[config.mk]
export PLATFORM = sky130hd
export DESIGN_NAME = icp_bank
export DESIGN_NICKNAME = d
export VERILOG_FILES = /design/src/logic/icp_pkg.sv /design/src/logic/icp_cal_store.sv /design/src/logic/icp_bank.sv
export SDC_FILE = /design/constraint.sdc
export NUM_CORES = 1
export LEC_CHECK = 0
export ABC_CLOCK_PERIOD_IN_PS = 9700
export BUFFER_PORTS_ARGS = -buffer_cell sky130_fd_sc_hd__buf_2
export CORE_MARGIN = 5
export CORE_UTILIZATION = 30
export DETAILED_ROUTE_END_ITERATION = 7
export SYNTH_ARGS = -nofsm -noshare
export SYNTH_HDL_FRONTEND = slang
export SYNTH_HIERARCHICAL = 1
export SYNTH_SLANG_ARGS = --single-unit
[constraint.sdc]
create_clock -name REF_CLK -period 9.7 [get_ports REF_CLK]
set_input_delay 1.94 -clock REF_CLK [delete_from_list [all_inputs] [get_ports REF_CLK]]
set_output_delay 1.94 -clock REF_CLK [all_outputs]
set_load 0.05 [all_outputs]
[src/logic/icp_pkg.sv]
// Package: object indices, widths, reset values and carrier types
package icp_pkg;
  localparam int IDX_W = 16;
  localparam int DATA_W = 32;
  localparam logic [15:0] IDX_INIT_PITCH = 16'h2200;
  localparam logic [15:0] IDX_INIT_ROLL = 16'h2210;
  localparam logic [15:0] IDX_MOUNT_SEL = 16'h2220;
  localparam logic [15:0] IDX_ROT_YAW = 16'h2230;
  localparam logic [15:0] IDX_ROT_PITCH = 16'h2240;
  localparam logic [15:0] IDX_ROT_ROLL = 16'h2250;
  localparam logic [15:0] IDX_LEVEL_TRIG = 16'h2300;
  localparam logic [15:0] IDX_FAC_PITCH = 16'h2400;
  localparam logic [15:0] IDX_FAC_ROLL = 16'h2410;
  localparam logic [15:0] IDX_GYRO_X = 16'h2420;
  localparam logic [15:0] IDX_GYRO_Y = 16'h2430;
  localparam logic [15:0] IDX_GYRO_Z = 16'h2440;
  localparam logic [15:0] IDX_ACC_X = 16'h2450;
  localparam logic [15:0] IDX_ACC_Y = 16'h2460;
  localparam logic [15:0] IDX_ACC_Z = 16'h2470;
  localparam logic [31:0] RST_WORD = 32'h0000_0000;
  localparam logic [7:0] RST_BYTE = 8'h00;
  localparam logic [7:0] TRIG_NO = 8'h00;
  localparam logic [7:0] TRIG_YES = 8'h01;
  localparam logic [7:0] MOUNT_HORIZ = 8'h00;
  localparam logic [7:0] MOUNT_VERT = 8'h01;
  localparam int CAL_N = 8;

  // Access outcome reported with each answer
  typedef enum logic [1:0] {ICP_OK, ICP_RO_ERR, ICP_NO_OBJ} icp_resp_e;

  typedef struct packed {
    logic [31:0] yaw;
    logic [31:0] pitch;
    logic [31:0] roll;
  } icp_rot_s;

  typedef struct packed {
    logic [31:0] pitch;
    logic [7:0] roll;
  } icp_inst_s;
endpackage

[src/logic/icp_cal_store.sv]
// Read-only factory calibration store, loaded internally
`timescale 1ns/100ps
`default_nettype none
module icp_cal_store
  import icp_pkg::*;
(
  input wire logic clk,
  input wire logic rst_n,
  input wire logic load,
  input wire logic [CAL_N*DATA_W-1:0] load_data,
  input wire logic [2:0] rd_sel,
  output logic [DATA_W-1:0] rd_data
);
  logic [DATA_W-1:0] mem_q [CAL_N];
  logic [DATA_W-1:0] mem_d [CAL_N];

  genvar g;
  generate
    for (g = 0; g < CAL_N; g++) begin : g_cal
      // Only the internal load port writes; the bus has no path here
      always_comb begin
        mem_d[g] = load ? load_data[g*DATA_W +: DATA_W] : mem_q[g];
      end
      always_ff @(posedge clk) begin
        if (!rst_n) begin
          mem_q[g] <= RST_WORD;
        end else begin
          mem_q[g] <= mem_d[g];
        end
      end
    end
  endgenerate

  assign rd_data = mem_q[rd_sel];
endmodule // icp_cal_store
`default_nettype wire

[src/logic/icp_bank.sv]
// Installation and calibration parameter bank reached by object index
`timescale 1ns/100ps
`default_nettype none
module icp_bank
  import icp_pkg::*;
(
  input wire logic REF_CLK,
  input wire logic RST_N,
  input wire logic ACC_VALID,
  input wire logic ACC_WRITE,
  input wire logic [IDX_W-1:0] ACC_INDEX,
  input wire logic [DATA_W-1:0] ACC_WDATA,
  output logic ACC_DONE,
  output logic [DATA_W-1:0] ACC_RDATA,
  output icp_resp_e ACC_RESP,
  input wire logic [DATA_W-1:0] MEAS_PITCH,
  input wire logic [7:0] MEAS_ROLL,
  input wire logic CAL_LOAD,
  input wire logic [CAL_N*DATA_W-1:0] CAL_DATA,
  output icp_rot_s FRAME_ROT,
  output logic MOUNT_VERTICAL,
  output icp_inst_s INSTALL_ANGLES,
  output logic LEVEL_CAPTURED
);
  typedef enum logic [1:0] {ICP_D_NONE, ICP_D_RW, ICP_D_TRIG, ICP_D_CAL}
    icp_kind_e;

  // Object index to kind; used only by the answer path, for reads and writes alike
  function automatic icp_kind_e obj_kind(input logic [15:0] idx);
    case (idx)
      IDX_INIT_PITCH, IDX_INIT_ROLL, IDX_MOUNT_SEL,
      IDX_ROT_YAW, IDX_ROT_PITCH, IDX_ROT_ROLL: obj_kind = ICP_D_RW;
      IDX_LEVEL_TRIG: obj_kind = ICP_D_TRIG;
      IDX_FAC_PITCH, IDX_FAC_ROLL, IDX_GYRO_X, IDX_GYRO_Y, IDX_GYRO_Z,
      IDX_ACC_X, IDX_ACC_Y, IDX_ACC_Z: obj_kind = ICP_D_CAL;
      default: obj_kind = ICP_D_NONE;
    endcase
  endfunction

  // Byte-wide objects live in the low bits of the data word
  localparam int BYTE_W = 8;
  localparam int PAD_W = DATA_W - BYTE_W;
  // Calibration indices step by 0x10, so three index bits pick the word
  localparam int CAL_SEL_LSB = 4;
  localparam int CAL_SEL_W = 3;

  // Byte objects answer zero-extended to a full word
  function automatic logic [DATA_W-1:0] zext_byte(
    input logic [BYTE_W-1:0] b
  );
    zext_byte = {{PAD_W{1'b0}}, b};
  endfunction

  icp_rot_s rot_q, rot_d;
  icp_inst_s inst_q, inst_d;
  logic [BYTE_W-1:0] mount_q, mount_d;
  logic cap_q, cap_d;
  logic done_q, done_d;
  logic [DATA_W-1:0] rdata_q, rdata_d;
  icp_resp_e resp_q, resp_d;
  icp_kind_e kind;
  logic [CAL_SEL_W-1:0] cal_sel;
  logic [DATA_W-1:0] cal_rd;
  logic wr;
  logic trig_yes;

  assign kind = obj_kind(ACC_INDEX);
  assign wr = ACC_VALID && ACC_WRITE;
  assign cal_sel = ACC_INDEX[CAL_SEL_LSB +: CAL_SEL_W];
  // Only the yes code fires a capture; any other trigger value is dropped
  assign trig_yes = wr && (ACC_INDEX == IDX_LEVEL_TRIG) &&
    (ACC_WDATA[BYTE_W-1:0] == TRIG_YES);

  icp_cal_store u_cal (
    .clk(REF_CLK),
    .rst_n(RST_N),
    .load(CAL_LOAD),
    .load_data(CAL_DATA),
    .rd_sel(cal_sel),
    .rd_data(cal_rd)
  );

  // Rotation angles are stored verbatim with no range clamp, so any angle
  // in the signed range is kept, not only quarter turns
  always_comb begin
    rot_d = rot_q;
    if (wr) begin
      case (ACC_INDEX)
        IDX_ROT_YAW: rot_d.yaw = ACC_WDATA;
        IDX_ROT_PITCH: rot_d.pitch = ACC_WDATA;
        IDX_ROT_ROLL: rot_d.roll = ACC_WDATA;
        default: ;
      endcase
    end
  end

  always_ff @(posedge REF_CLK) begin
    if (!RST_N) begin
      rot_q <= '{yaw: RST_WORD, pitch: RST_WORD, roll: RST_WORD};
    end else begin
      rot_q <= rot_d;
    end
  end

  // Installation angles: a manual write and a capture never meet in one
  // cycle, since one access carries one index
  always_comb begin
    inst_d = inst_q;
    cap_d = 1'b0;
    if (trig_yes) begin
      inst_d.pitch = MEAS_PITCH;
      inst_d.roll = MEAS_ROLL;
      cap_d = 1'b1;
    end else if (wr) begin
      case (ACC_INDEX)
        IDX_INIT_PITCH: inst_d.pitch = ACC_WDATA;
        IDX_INIT_ROLL: inst_d.roll = ACC_WDATA[BYTE_W-1:0];
        default: ;
      endcase
    end
  end

  always_ff @(posedge REF_CLK) begin
    if (!RST_N) begin
      inst_q <= '{pitch: RST_WORD, roll: RST_BYTE};
      cap_q <= 1'b0;
    end else begin
      inst_q <= inst_d;
      cap_q <= cap_d;
    end
  end

  // Values other than 0 and 1 are kept as written, but only 1 selects
  // vertical mounting; the rest fall back to horizontal
  always_comb begin
    mount_d = mount_q;
    if (wr && (ACC_INDEX == IDX_MOUNT_SEL)) begin
      mount_d = ACC_WDATA[BYTE_W-1:0];
    end
  end

  always_ff @(posedge REF_CLK) begin
    if (!RST_N) begin
      mount_q <= MOUNT_HORIZ;
    end else begin
      mount_q <= mount_d;
    end
  end

  // Answer path: one cycle after each accepted access
  // A read in the cycle of a write to the same object sees the old value
  always_comb begin
    done_d = ACC_VALID;
    rdata_d = RST_WORD;
    resp_d = ICP_OK;
    case (kind)
      ICP_D_RW: begin
        case (ACC_INDEX)
          IDX_INIT_PITCH: rdata_d = inst_q.pitch;
          IDX_INIT_ROLL: rdata_d = zext_byte(inst_q.roll);
          IDX_MOUNT_SEL: rdata_d = zext_byte(mount_q);
          IDX_ROT_YAW: rdata_d = rot_q.yaw;
          IDX_ROT_PITCH: rdata_d = rot_q.pitch;
          IDX_ROT_ROLL: rdata_d = rot_q.roll;
          default: rdata_d = RST_WORD;
        endcase
      end
      // Trigger is not a setting: reads always give no
      ICP_D_TRIG: rdata_d = zext_byte(TRIG_NO);
      ICP_D_CAL: begin
        if (ACC_WRITE) begin
          resp_d = ICP_RO_ERR;
        end else if (ACC_INDEX == IDX_FAC_ROLL) begin
          rdata_d = zext_byte(cal_rd[BYTE_W-1:0]);
        end else begin
          rdata_d = cal_rd;
        end
      end
      default: resp_d = ICP_NO_OBJ;
    endcase
    // Writes and idle cycles answer zero, so no stale word leaks out
    if (!ACC_VALID || ACC_WRITE) begin
      rdata_d = RST_WORD;
    end
  end

  always_ff @(posedge REF_CLK) begin
    if (!RST_N) begin
      done_q <= 1'b0;
      rdata_q <= RST_WORD;
      resp_q <= ICP_OK;
    end else begin
      done_q <= done_d;
      rdata_q <= rdata_d;
      resp_q <= resp_d;
    end
  end

  // Outputs come straight from flops, except MOUNT_VERTICAL, which is a compare on mount_q
  assign ACC_DONE = done_q;
  assign ACC_RDATA = rdata_q;
  assign ACC_RESP = resp_q;
  assign FRAME_ROT = rot_q;
  assign MOUNT_VERTICAL = (mount_q == MOUNT_VERT);
  assign INSTALL_ANGLES = inst_q;
  // One-cycle pulse per capture; a consumer must sample every cycle
  assign LEVEL_CAPTURED = cap_q;
endmodule // icp_bank
`default_nettype wire

==> results.md, run 1 <==
- Setup violators final: 0
- Mean Syn Cell Area: 11.91 um2
- Total GRT Usage: 0.1847
- Setup crit end kind: register
- Starting Density: 0.3012
- Final Max Tran Viols: 0
- Most frequent cells in the layout: buf_2 (517), and3_1 (282), edfxtp_1 (256)
- Pwr dens: 172.4 nW/um2
- Area of the multi-input gates: between 8000 and 9000 um2
- PortBufs: about 520
- CP required: 10.16 ns
- Maximum achievable frequency: 213.1 MHz
- Area of the die: just over 70000 um2
- Routed vias/inst: 5.414
- CTS buffer count: 49
- CTS Buffer Depth: 3
- Crit path DAT: 5.15 ns
- CTS HTree Levels: 2
- Core Box Area: 66920 um2
- Die width: 269.2 um
- Hpwl dp: 50070 um
- Grt total ovfl: 0
- Total Power: approximately 4.3 mW
- Largest net degree at the start of global routing: roughly 180
- Post-layout util: 0.3721
- Status: completed
- Area growth syn-to-layout: 23.53%
- Setup TNS: 0 ns
- Top_reg_cell synth: edfxtp_1
- First-pass GRT wire length: 105500 um
- Sequential fraction of the synthesis area: 0.5602
- Ys Warns: 6
- Final Skew: approximately 0.026 ns
- Syn_nets: 2042
- Post-Syn Area: 20160 um2
- Post-route design area: roughly 25000 um2
- Worst min path class: reg -> reg
- Leak: 10.69 nW
- Post-CTS sizing: 0
- Post-synth cell types: 60
- Post-Synthesis Cells: 1693
- RSZ-0062 raised after global routing: false
- Total Wirelength: slightly above 70000 um
- Final Cycle Share: 0.4839
- Critical path class: in -> reg
- I/O Pins: 522
- Post-synth EDFFs: 256
- Number of cell rows: 95
- Post-route DRC: 0
- Vias in the first global route: 16527
- Post-DP Area: roughly 23000 um2
- CTS tree: yes
- GPL Wtd Cong: approximately 0.88
- Post-CTS Hold Fix Bufs: 0
- Worst-path fanout max: 54
- Drt initial violations: 1761
- Peak supply drop: 0.1129 mV
- Vias post-DR: roughly 16000
- Slew margin rel.: 0.1410
- Nets@finish: 2444
- CTS clk-pin slew, worst paths: 0.06 ns
- Slew @ Worst Pin: 1.285 ns
- TritonCTS Sinks: 436
- Worst hold slack: 0.4825 ns
- Final ANT Viol Nets: 0
- Layout cell share with drive strength beyond 1: 0.3422
- Max_cap viols: 0
- Initial antenna violation count: 5
- Clock latency on the worst-skew pair: about 0.59 ns
- Post-synthesis async set-or-reset flop share: 0
- Final hold vios: 0
- Tmin final: 4.694 ns
- # Post-CTS Setup Buffers: 0
- DR WL/cell: roughly 24 um
- Commonest non-fill, non-tap cell in the layout: buf_2
- DR pass1 iterations: 5
- Fill cells: between 6000 and 7000
- Yosys reg bits: 436
- Die Y: 269.2 um
- Clk root buf: clkbuf_16
- Register area: 11290 um2
- CP Launch Type: primary input
[per-layer routing]
metal  vias up  wire (um)  part of all wire  global-route usage
met2       817      32530              0.46              0.2950
met5         -         40           0.00057                   0
met1      7907      30260              0.43              0.2507
met3       139       5829             0.082             0.04463
li1       7417          -                 -                   -
met4         6       2104             0.030             0.05623
[metrics by stage]
step | instances | setup slack, ns
finish | 3008 | 5.006
floorplan | 1693 | 0.7022
CTS | 3006 | 5.116
global placement | 2917 | 4.562
global route | 3008 | 4.892
detailed placement | 2917 | 4.499
[final cells by class]
class / count / area share
Clock inverter: 28 / 0.01075
Multi-Input combinational cell: 1055 / 0.3233
Tap cell: 873 / 0.04387
Timing Repair Buffer: 545 / 0.1133
Inverter: 8 / 0.001256
Clock buffer: 61 / 0.05392
Antenna cell: 2 / 0.0002010
Sequential cell: 436 / 0.4535
[flip-flops by register name (all words and copies together) (netlist names)]
signal	count
INSTALL_ANGLES	40
mount_q	8
ACC_RDATA	32
FRAME_ROT	96
u_cal/mem_q	256
LEVEL_CAPTURED	1
ACC_DONE	1
ACC_RESP	2
[final timing paths]
path                          start                 end  slack [ns]  depth (start not counted)
setup / recovery       ACC_INDEX[5]  INSTALL_ANGLES[24]        5.01                          6
hold / removal           mount_q[4]          mount_q[4]        0.48                          2
setup reg to reg  u_cal/mem_q[6][5]        ACC_RDATA[5]        7.78                          5
hold reg to reg          mount_q[4]          mount_q[4]        0.48                          2
[cells by family (layout without fill, tap and decap cells)]
family,after synthesis,in the layout,share of synthesized area
other,0,2,0
flip-flops,436,436,0.5602
AND/OR/NAND/NOR,544,544,0.1576
multiplexers,145,145,0.1250
buffers and inverters,202,642,0.04215
AO/OA/AOI/OAI,366,366,0.1151
[power breakdown]
part           internal [mW]  switching [mW]
clock                   1.09           0.774
combinational          0.154           0.196
sequential              2.05          0.0231
total                   3.30           0.993
[synthesized netlist by cell type, types with 6 or more instances]
library cell | n | area [um2]
edfxtp_1 | 256 | 7687
clkbuf_1 | 159 | 596.8
a31oi_1 | 24 | 150.1
a21boi_1 | 6 | 45.04
o221ai_1 | 8 | 70.07
mux4_1 | 40 | 1051
a211oi_1 | 14 | 105.1
and3_1 | 283 | 1770
a221oi_1 | 7 | 61.31
nor3_1 | 28 | 140.1
nand3_1 | 158 | 790.8
buf_6 | 10 | 112.6
a21oi_1 | 112 | 560.5
mux2_2 | 33 | 371.6
o31a_1 | 25 | 219.0
mux2i_1 | 42 | 420.4
inv_1 | 8 | 30.03
o21ai_0 | 114 | 570.6
o21bai_1 | 7 | 52.55
buf_1 | 12 | 45.04
buf_2 | 13 | 65.06
dfxtp_1 | 180 | 3603
mux4_2 | 30 | 675.7
nand2_1 | 30 | 112.6
a32o_1 | 7 | 70.07
o221a_2 | 26 | 292.8
a22oi_1 | 6 | 45.04
[worst max-delay path: stages]
cell and delay (ns):
buf_2 0.10, buf_4 0.34, nor4bb_1 0.46, and4_1 0.83
nand2_1 0.85, o221a_2 0.58
Power figures use the tool's default switching activity.
==> run 2: changes to the inputs <==
--- a/config.mk
+++ b/config.mk
@@ -5,7 +5,7 @@
 export SDC_FILE = /design/constraint.sdc
 export NUM_CORES = 1
 export LEC_CHECK = 0
-export ABC_CLOCK_PERIOD_IN_PS = 9700
+export ABC_CLOCK_PERIOD_IN_PS = 4300
 export BUFFER_PORTS_ARGS = -buffer_cell sky130_fd_sc_hd__buf_2
 export CORE_MARGIN = 5
 export CORE_UTILIZATION = 30
==> constraint.sdc (replaced) <==
create_clock -name REF_CLK -period 4.3 [get_ports REF_CLK]
set_input_delay 0.86 -clock REF_CLK [delete_from_list [all_inputs] [get_ports REF_CLK]]
set_output_delay 0.86 -clock REF_CLK [all_outputs]
set_load 0.05 [all_outputs]
==> run 2 against run 1 <==
- sequential cell count did not move
- sequential power grew 130%
- critical path depth is the same
- register-to-register slack got worse by 5.4 ns
- power up 120%
- die area is the same
- via count up 0.70%
- utilization increased by 0.19 points
- sequential share of layout area shrank 0.22 points
- clock power rose by 110%
==> results.md, run 2 (same netlist as run 1, synthesis figures left out) <==
- Status: completed
- GPL Wtd Cong: 0.8923
- CP required: 4.77 ns
- Die width: between 200 and 300 um
- Routed vias/inst: 5.425
- Final Non-Filler Cells: 3023
- Peak supply drop: roughly 0.25 mV
- CTS buffer count: 49
- Post-CTS sizing: 0
- First-pass GRT wire length: 106900 um
- # Post-CTS Setup Buffers: 0
- Core Box Area: 66920 um2
- Slew @ Worst Pin: ~1.0 ns
- Top delay family on crit path: simple AND/OR/NAND/NOR gates
- Worst setup margin: 1.340 ns
- RSZ-0062 raised after global routing: false
- Setup TNS: 0 ns
- Post-CTS Hold Fix Bufs: 0
- Setup crit end kind: register
- Final ANT Viol Nets: 0
- Post-route DRC: 0
- Slew margin rel.: 0.3238
- Setup violators final: 0
- I/O Pins: 522
- Total GRT Usage: 0.1868
- Critical path's slowest cell: nand2_1
- Total Wirelength: about 70000 um
- Grt total ovfl: 0
- Final Max Tran Viols: 0
- Clock power share: 0.421
- Final Skew: 0.03403 ns
- Worst path bufs/invs: 2
- Fill cells: 6561
- Switching part of the total: 0.2337
- Leak: 10.75 nW
- Critical path class: in -> reg
- Register area: 11290 um2
- Vias in the first global route: 16596
- Largest register FFs: 256
- Pwr dens: 378.4 nW/um2
- Vias post-DR: 16400
- Pre-CTS WS: 0.7599 ns
- Largest net degree at the start of global routing: 257
- Biggest register: u_cal/mem_q
- Area of the multi-input gates: 8049 um2
- Placed insts: just under 3000
- Initial antenna violation count: 2
- DR pass1 iterations: 6
- Worst-path cell chain: buf_2 > or4_1 > nor3_2 > buf_12 > nand2_1 > o221a_2
- Switch Pwr: 2.213 mW
- Internal: 7.257 mW
- Clock latency on the worst-skew pair: 0.60 ns
- DR WL/cell: ~24 um
- Clk root buf: clkbuf_16
- CTS Buffer Depth: 3
- CP Launch Type: primary input
- PortBufs: ~520
- Diodes inserted: 0
- Drt initial violations: 1709
- Final hold vios: 0
- Hpwl dp: 51470 um
- Most frequent cells in the layout: buf_2 (517), and3_1 (282), edfxtp_1 (256)
- Maximum achievable frequency: 337.9 MHz
- CTS clk-pin slew, worst paths: 0.06 ns
- Reg power frac: 0.495
- Area of the die: 72470 um2
- Layout cell share with drive strength beyond 1: 0.3447
- Area growth syn-to-layout: 24.15%
- Die Y: 269.2 um
- Worst min path class: reg -> reg
- Slowest cell delay on critical path: 0.65 ns
- TritonCTS Sinks: ~440
- Final Cycle Share: 0.6883
- Share of power burned in combinational logic: 0.084
- Number of cell rows: 95
- Worst-path fanout max: 66
- CTS tree: yes
- Tmin final: 2.960 ns
- Commonest non-fill, non-tap cell in the layout: buf_2
- Starting Density: 0.3012
- CTS HTree Levels: 2
- Max_cap viols: 0
- Nets@finish: 2463
- Crit path DAT: 3.43 ns
-- run 2: changes by cell type in the layout (fill, tap and decap cells not counted), moves of 2 or more --
| cell | previous run | this run |
|---|---|---|
| bufinv_16 | 4 | 1 |
| clkinv_2 | 13 | 7 |
| buf_4 | 25 | 38 |
| diode_2 | 2 | 0 |
| buf_12 | 1 | 8 |
| clkbuf_1 | 6 | 13 |
-- run 2: path summary, 6_finish.rpt --
kind	slack, ns	cells after the start	endpoint	startpoint
hold / removal	0.48	2	mount_q[0]	mount_q[0]
hold reg to reg	0.48	2	mount_q[0]	mount_q[0]
setup / recovery	1.34	6	INSTALL_ANGLES[35]	ACC_INDEX[3]
setup reg to reg	2.40	5	ACC_RDATA[6]	u_cal/mem_q[3][6]
-- run 2: worst reg2reg max path: stages (launching register included) --
cell	delay, ns
edfxtp_1	0.38
mux4_1	0.61
mux2_2	0.32
a32o_1	0.21
o21ai_0	0.17
a21oi_1	0.09
-- run 2: power by group through the flow --
| stage | clock network [mW] | logic (mW) | registers (mW) |
|---|---|---|---|
| final | 3.98 | 0.800 | 4.68 |
| after global routing | 4.26 | 0.864 | 4.70 |
| after CTS | 4.09 | 0.811 | 4.69 |
| after detailed placement | 0 | 0.807 | 4.78 |
| after global placement | 0 | 0.799 | 4.76 |
| after floorplan | 0 | 0.426 | 4.76 |
-- run 2: layer usage --
| layer | global-route usage | wire length (um) | share of wire | vias to the layer above |
|---|---|---|---|---|
| met5 | 0 | 13 | 0.00018 | - |
| met4 | 0.03766 | 1459 | 0.020 | 2 |
| met3 | 0.03921 | 5213 | 0.073 | 107 |
| met2 | 0.3065 | 33500 | 0.47 | 794 |
| met1 | 0.2584 | 31280 | 0.44 | 8061 |
| li1 | - | - | - | 7436 |
-- run 2: layout make-up --
class | instances | share of cell area
Tap cell | 873 | 0.04365
Multi-Input combinational cell | 1055 | 0.3217
Timing Repair Buffer | 564 | 0.1218
Clock buffer | 68 | 0.05425
Clock inverter | 19 | 0.006200
Inverter | 8 | 0.001250
Sequential cell | 436 | 0.4512
-- run 2: through the flow --
step / utilization / hold WS (ns) / cell area [um2] / power, mW
5_1_grt: 0.3739 / 0.5013 / 25020 / 9.831
4_1_cts: 0.3739 / 0.4781 / 25020 / 9.591
3_5_place_dp: 0.3513 / 0.4699 / 23510 / 5.585
3_3_place_gp: 0.3513 / 0.4497 / 23510 / 5.562
2_1_floorplan: - / 0.4406 / 20160 / 5.182
6_report: 0.3739 / 0.4796 / 25020 / 9.470
==> run 3: changes to the inputs <==
--- a/config.mk
+++ b/config.mk
@@ -5,7 +5,8 @@
 export SDC_FILE = /design/constraint.sdc
 export NUM_CORES = 1
 export LEC_CHECK = 0
-export ABC_CLOCK_PERIOD_IN_PS = 4300
+export ABC_AREA = 1
+export ABC_CLOCK_PERIOD_IN_PS = 2650
 export BUFFER_PORTS_ARGS = -buffer_cell sky130_fd_sc_hd__buf_2
 export CORE_MARGIN = 5
 export CORE_UTILIZATION = 30
==> constraint.sdc (replaced) <==
create_clock -name REF_CLK -period 2.65 [get_ports REF_CLK]
set_input_delay 0.53 -clock REF_CLK [delete_from_list [all_inputs] [get_ports REF_CLK]]
set_output_delay 0.53 -clock REF_CLK [all_outputs]
set_load 0.05 [all_outputs]
==> run 3 against run 2 <==
- global-route usage is 1.2 points higher
- via count rose by 26%
- critical path type is now reg -> out
- final cell count grew 51%
- sequential share of layout area is 4.6 points lower
- utilization up 0.72 points
- non-clock buffer count is 41 higher
- sequential cell count stayed put
- first-iteration DRC count rose by 13%
==> results.md, run 3 <==
- Initial antenna violation count: 9
- Share of power burned in combinational logic: 0.098
- CTS clk-pin slew, worst paths: approximately 0.06 ns
- R2R Path End: ACC_RDATA[27]
- Most frequent cells in the layout: nand2_1 (720), inv_1 (651), buf_2 (517)
- Final Cycle Share: 0.9605
- Hpwl dp: 62840 um
- Area of the multi-input gates: 7604 um2
- Layout cell share with drive strength beyond 1: 0.2003
- GPL Wtd Cong: 0.8923
- Total Wirelength: 83300 um
- Critical path class: reg -> out
- Final ANT Viol Nets: 0
- RSZ-0062 raised after global routing: false
- Nets@finish: 3893
- Commonest non-fill, non-tap cell in the layout: nand2_1
- Starting Density: 0.3035
- Slew margin rel.: 0.5644
- Crit path DAT: 2.02 ns
- Setup violators final: 0
- Sequential fraction of the synthesis area: 0.5091
- Max_cap viols: 0
- Peak supply drop: roughly 0.44 mV
- Count leader, synth: nand2_1
- Status: completed
- Number of cell rows: between 90 and 100
- First-pass GRT wire length: about 120000 um
- TritonCTS Sinks: 436
- Pwr dens: 583.1 nW/um2
- CTS HTree Levels: 2
- Worst-path cell chain: or4_1 > nor4_4 > clkbuf_4
- Slowest cell delay on critical path: 0.57 ns
- Setup slack, reg-to-reg: 1.07 ns
- Setup crit end kind: output pin
- CP Launch Type: register
- Tmin final: 2.545 ns
- Post-synthesis async set-or-reset flop share: 0
- Biggest register: u_cal/mem_q
- Top_reg_cell synth: edfxtp_1
- CTS buffer count: 51
- Syn_nets: about 3400
- Post-route DRC: 0
- Worst path bufs/invs: 1
- Worst-path fanout max: 3
- Register-to-Register Path Depth: 12
- Routed vias/inst: approximately 4.5
- Mean Syn Cell Area: 7.265 um2
- CTS Buffer Depth: 3
- CTS tree: yes
- Critical path's slowest cell: or4_1
- Total GRT Usage: 0.1992
- DR pass1 iterations: 5
- Area leader, netlist: edfxtp_1
- Post-synth EDFFs: 256
- Min-Delay Endpoint: FRAME_ROT[61]
- Maximum achievable frequency: 392.9 MHz
- Switch Pwr: 4.092 mW
- Post-Synthesis Cells: roughly 3100
- Synth top area share: 0.3466
- Hold depth: 3
- Yosys reg bits: 436
- Final Max Tran Viols: 0
- I/O Pins: between 500 and 600
- Clock power share: 0.435
- Reg-to-Reg Start: u_cal/mem_q[0][27]
- CP required: 2.12 ns
- Largest register FFs: 256
- Reg power frac: 0.468
- Setup TNS: 0 ns
- Final Skew: 0.03278 ns
- Total Power: 16.24 mW
- Worst min path class: in -> reg
- Drt initial violations: 1924
- Die width: 281.9 um
- Post-synth cell types: 25
- Internal: 12.15 mW
- Final hold vios: 0
- Top post-synthesis cells by count: nand2_1 (722), inv_1 (651), nor2_1 (502)
- Top delay family on crit path: simple AND/OR/NAND/NOR gates
- Clock latency on the worst-skew pair: 0.61 ns
- Ys Warns: 6
- Ranking of synthesized cells by area: edfxtp_1 (35%), dfxtp_1 (16%), nand2_1 (12%), inv_1 (11%), nor2_1 (8.5%)
- Slew @ Worst Pin: around 0.65 ns
- Post-Syn Area: 22180 um2
- Hold path startpoint: ACC_WDATA[29]
- Post-CTS Hold Fix Bufs: 0
- Grt total ovfl: 0
- Fill cells: 7728
- Largest net degree at the start of global routing: around 120
- Post-layout util: 0.3811
- PortBufs: 521
- Clk root buf: clkbuf_16
- Core Box Area: 73080 um2
- Vias in the first global route: 19435
- # Post-CTS Setup Buffers: 0
- Area growth syn-to-layout: 25.58%
- DR WL/cell: 18.31 um
- Switching part of the total: 0.2519
- Area of the die: 79470 um2
- Register area: 11290 um2
- Die Y: ~280 um
- Leak: 14.48 nW
- Vias post-DR: 20583
==> run 3: cell type report <==
class / count / share of cell area
Antenna cell: 6 / 0.0005391
Clock buffer: 69 / 0.05121
Clock inverter: 25 / 0.008939
Inverter: 664 / 0.08957
Multi-Input combinational cell: 1786 / 0.2730
Sequential cell: 436 / 0.4054
Tap cell: 959 / 0.04308
Timing Repair Buffer: 605 / 0.1283
==> run 3: timing repair <==
item,in CTS,in global routing
hold endpoints to repair,0,0
gates resized for setup,0,2
endpoints found under the setup margin,0,1
==> run 3: metrics by stage <==
step	std cells	hold slack (ns)	cell area (um2)	setup slack, ns
after floorplan	3053	0.5156	22200	0.4345
after global placement	4450	0.4564	26150	0.07649
after detailed placement	4450	0.4640	26150	0.05007
after CTS	4544	0.1623	27830	0.01119
after global routing	4547	0.1738	27850	0.02843
final	4550	0.2075	27850	0.1046
==> run 3: worst max path at each step <==
stage / cells past startpoint / start / slack, ns / end
final: 3 / mount_q[3] / 0.10 / MOUNT_VERTICAL
after global routing: 3 / mount_q[4] / 0.03 / MOUNT_VERTICAL
after CTS: 3 / mount_q[4] / 0.01 / MOUNT_VERTICAL
after detailed placement: 12 / ACC_INDEX[15] / 0.05 / ACC_RDATA[16]
after global placement: 12 / ACC_INDEX[15] / 0.08 / ACC_RDATA[28]
after floorplan: 2 / mount_q[3] / 0.43 / MOUNT_VERTICAL
==> run 3: worst min-delay path, stage by stage <==
cell	delay, ns
buf_2	0.13
nand2_1	0.06
a21oi_1	0.05
==> run 3: power groups by stage <==
stage,registers [mW],clock network (mW),logic (mW)
after detailed placement,7.74,0,1.62
after CTS,7.60,7.22,1.62
final,7.60,7.06,1.59
after global placement,7.74,0,1.61
after global routing,7.63,7.51,1.79
after floorplan,7.73,0,0.858
==> run 3: per-layer routing <==
| metal | GRT usage | wire length, um | up-vias |
|---|---|---|---|
| met3 | 0.03892 | 6322 | 143 |
| met2 | 0.3328 | 39090 | 827 |
| met4 | 0.06779 | 2978 | 8 |
| met5 | 0 | 64 | - |
| met1 | 0.2600 | 34840 | 9373 |
| li1 | - | - | 10232 |
==> run 3: kinds of logic (layout without fill, tap and decap cells) <==
kind of cell,count (synthesis),in the layout,synth area share
buffers and inverters,831,1363,0.1515
AND/OR/NAND/NOR,1627,1627,0.3036
flip-flops,436,436,0.5091
AO/OA/AOI/OAI,159,159,0.03588
other,0,6,0
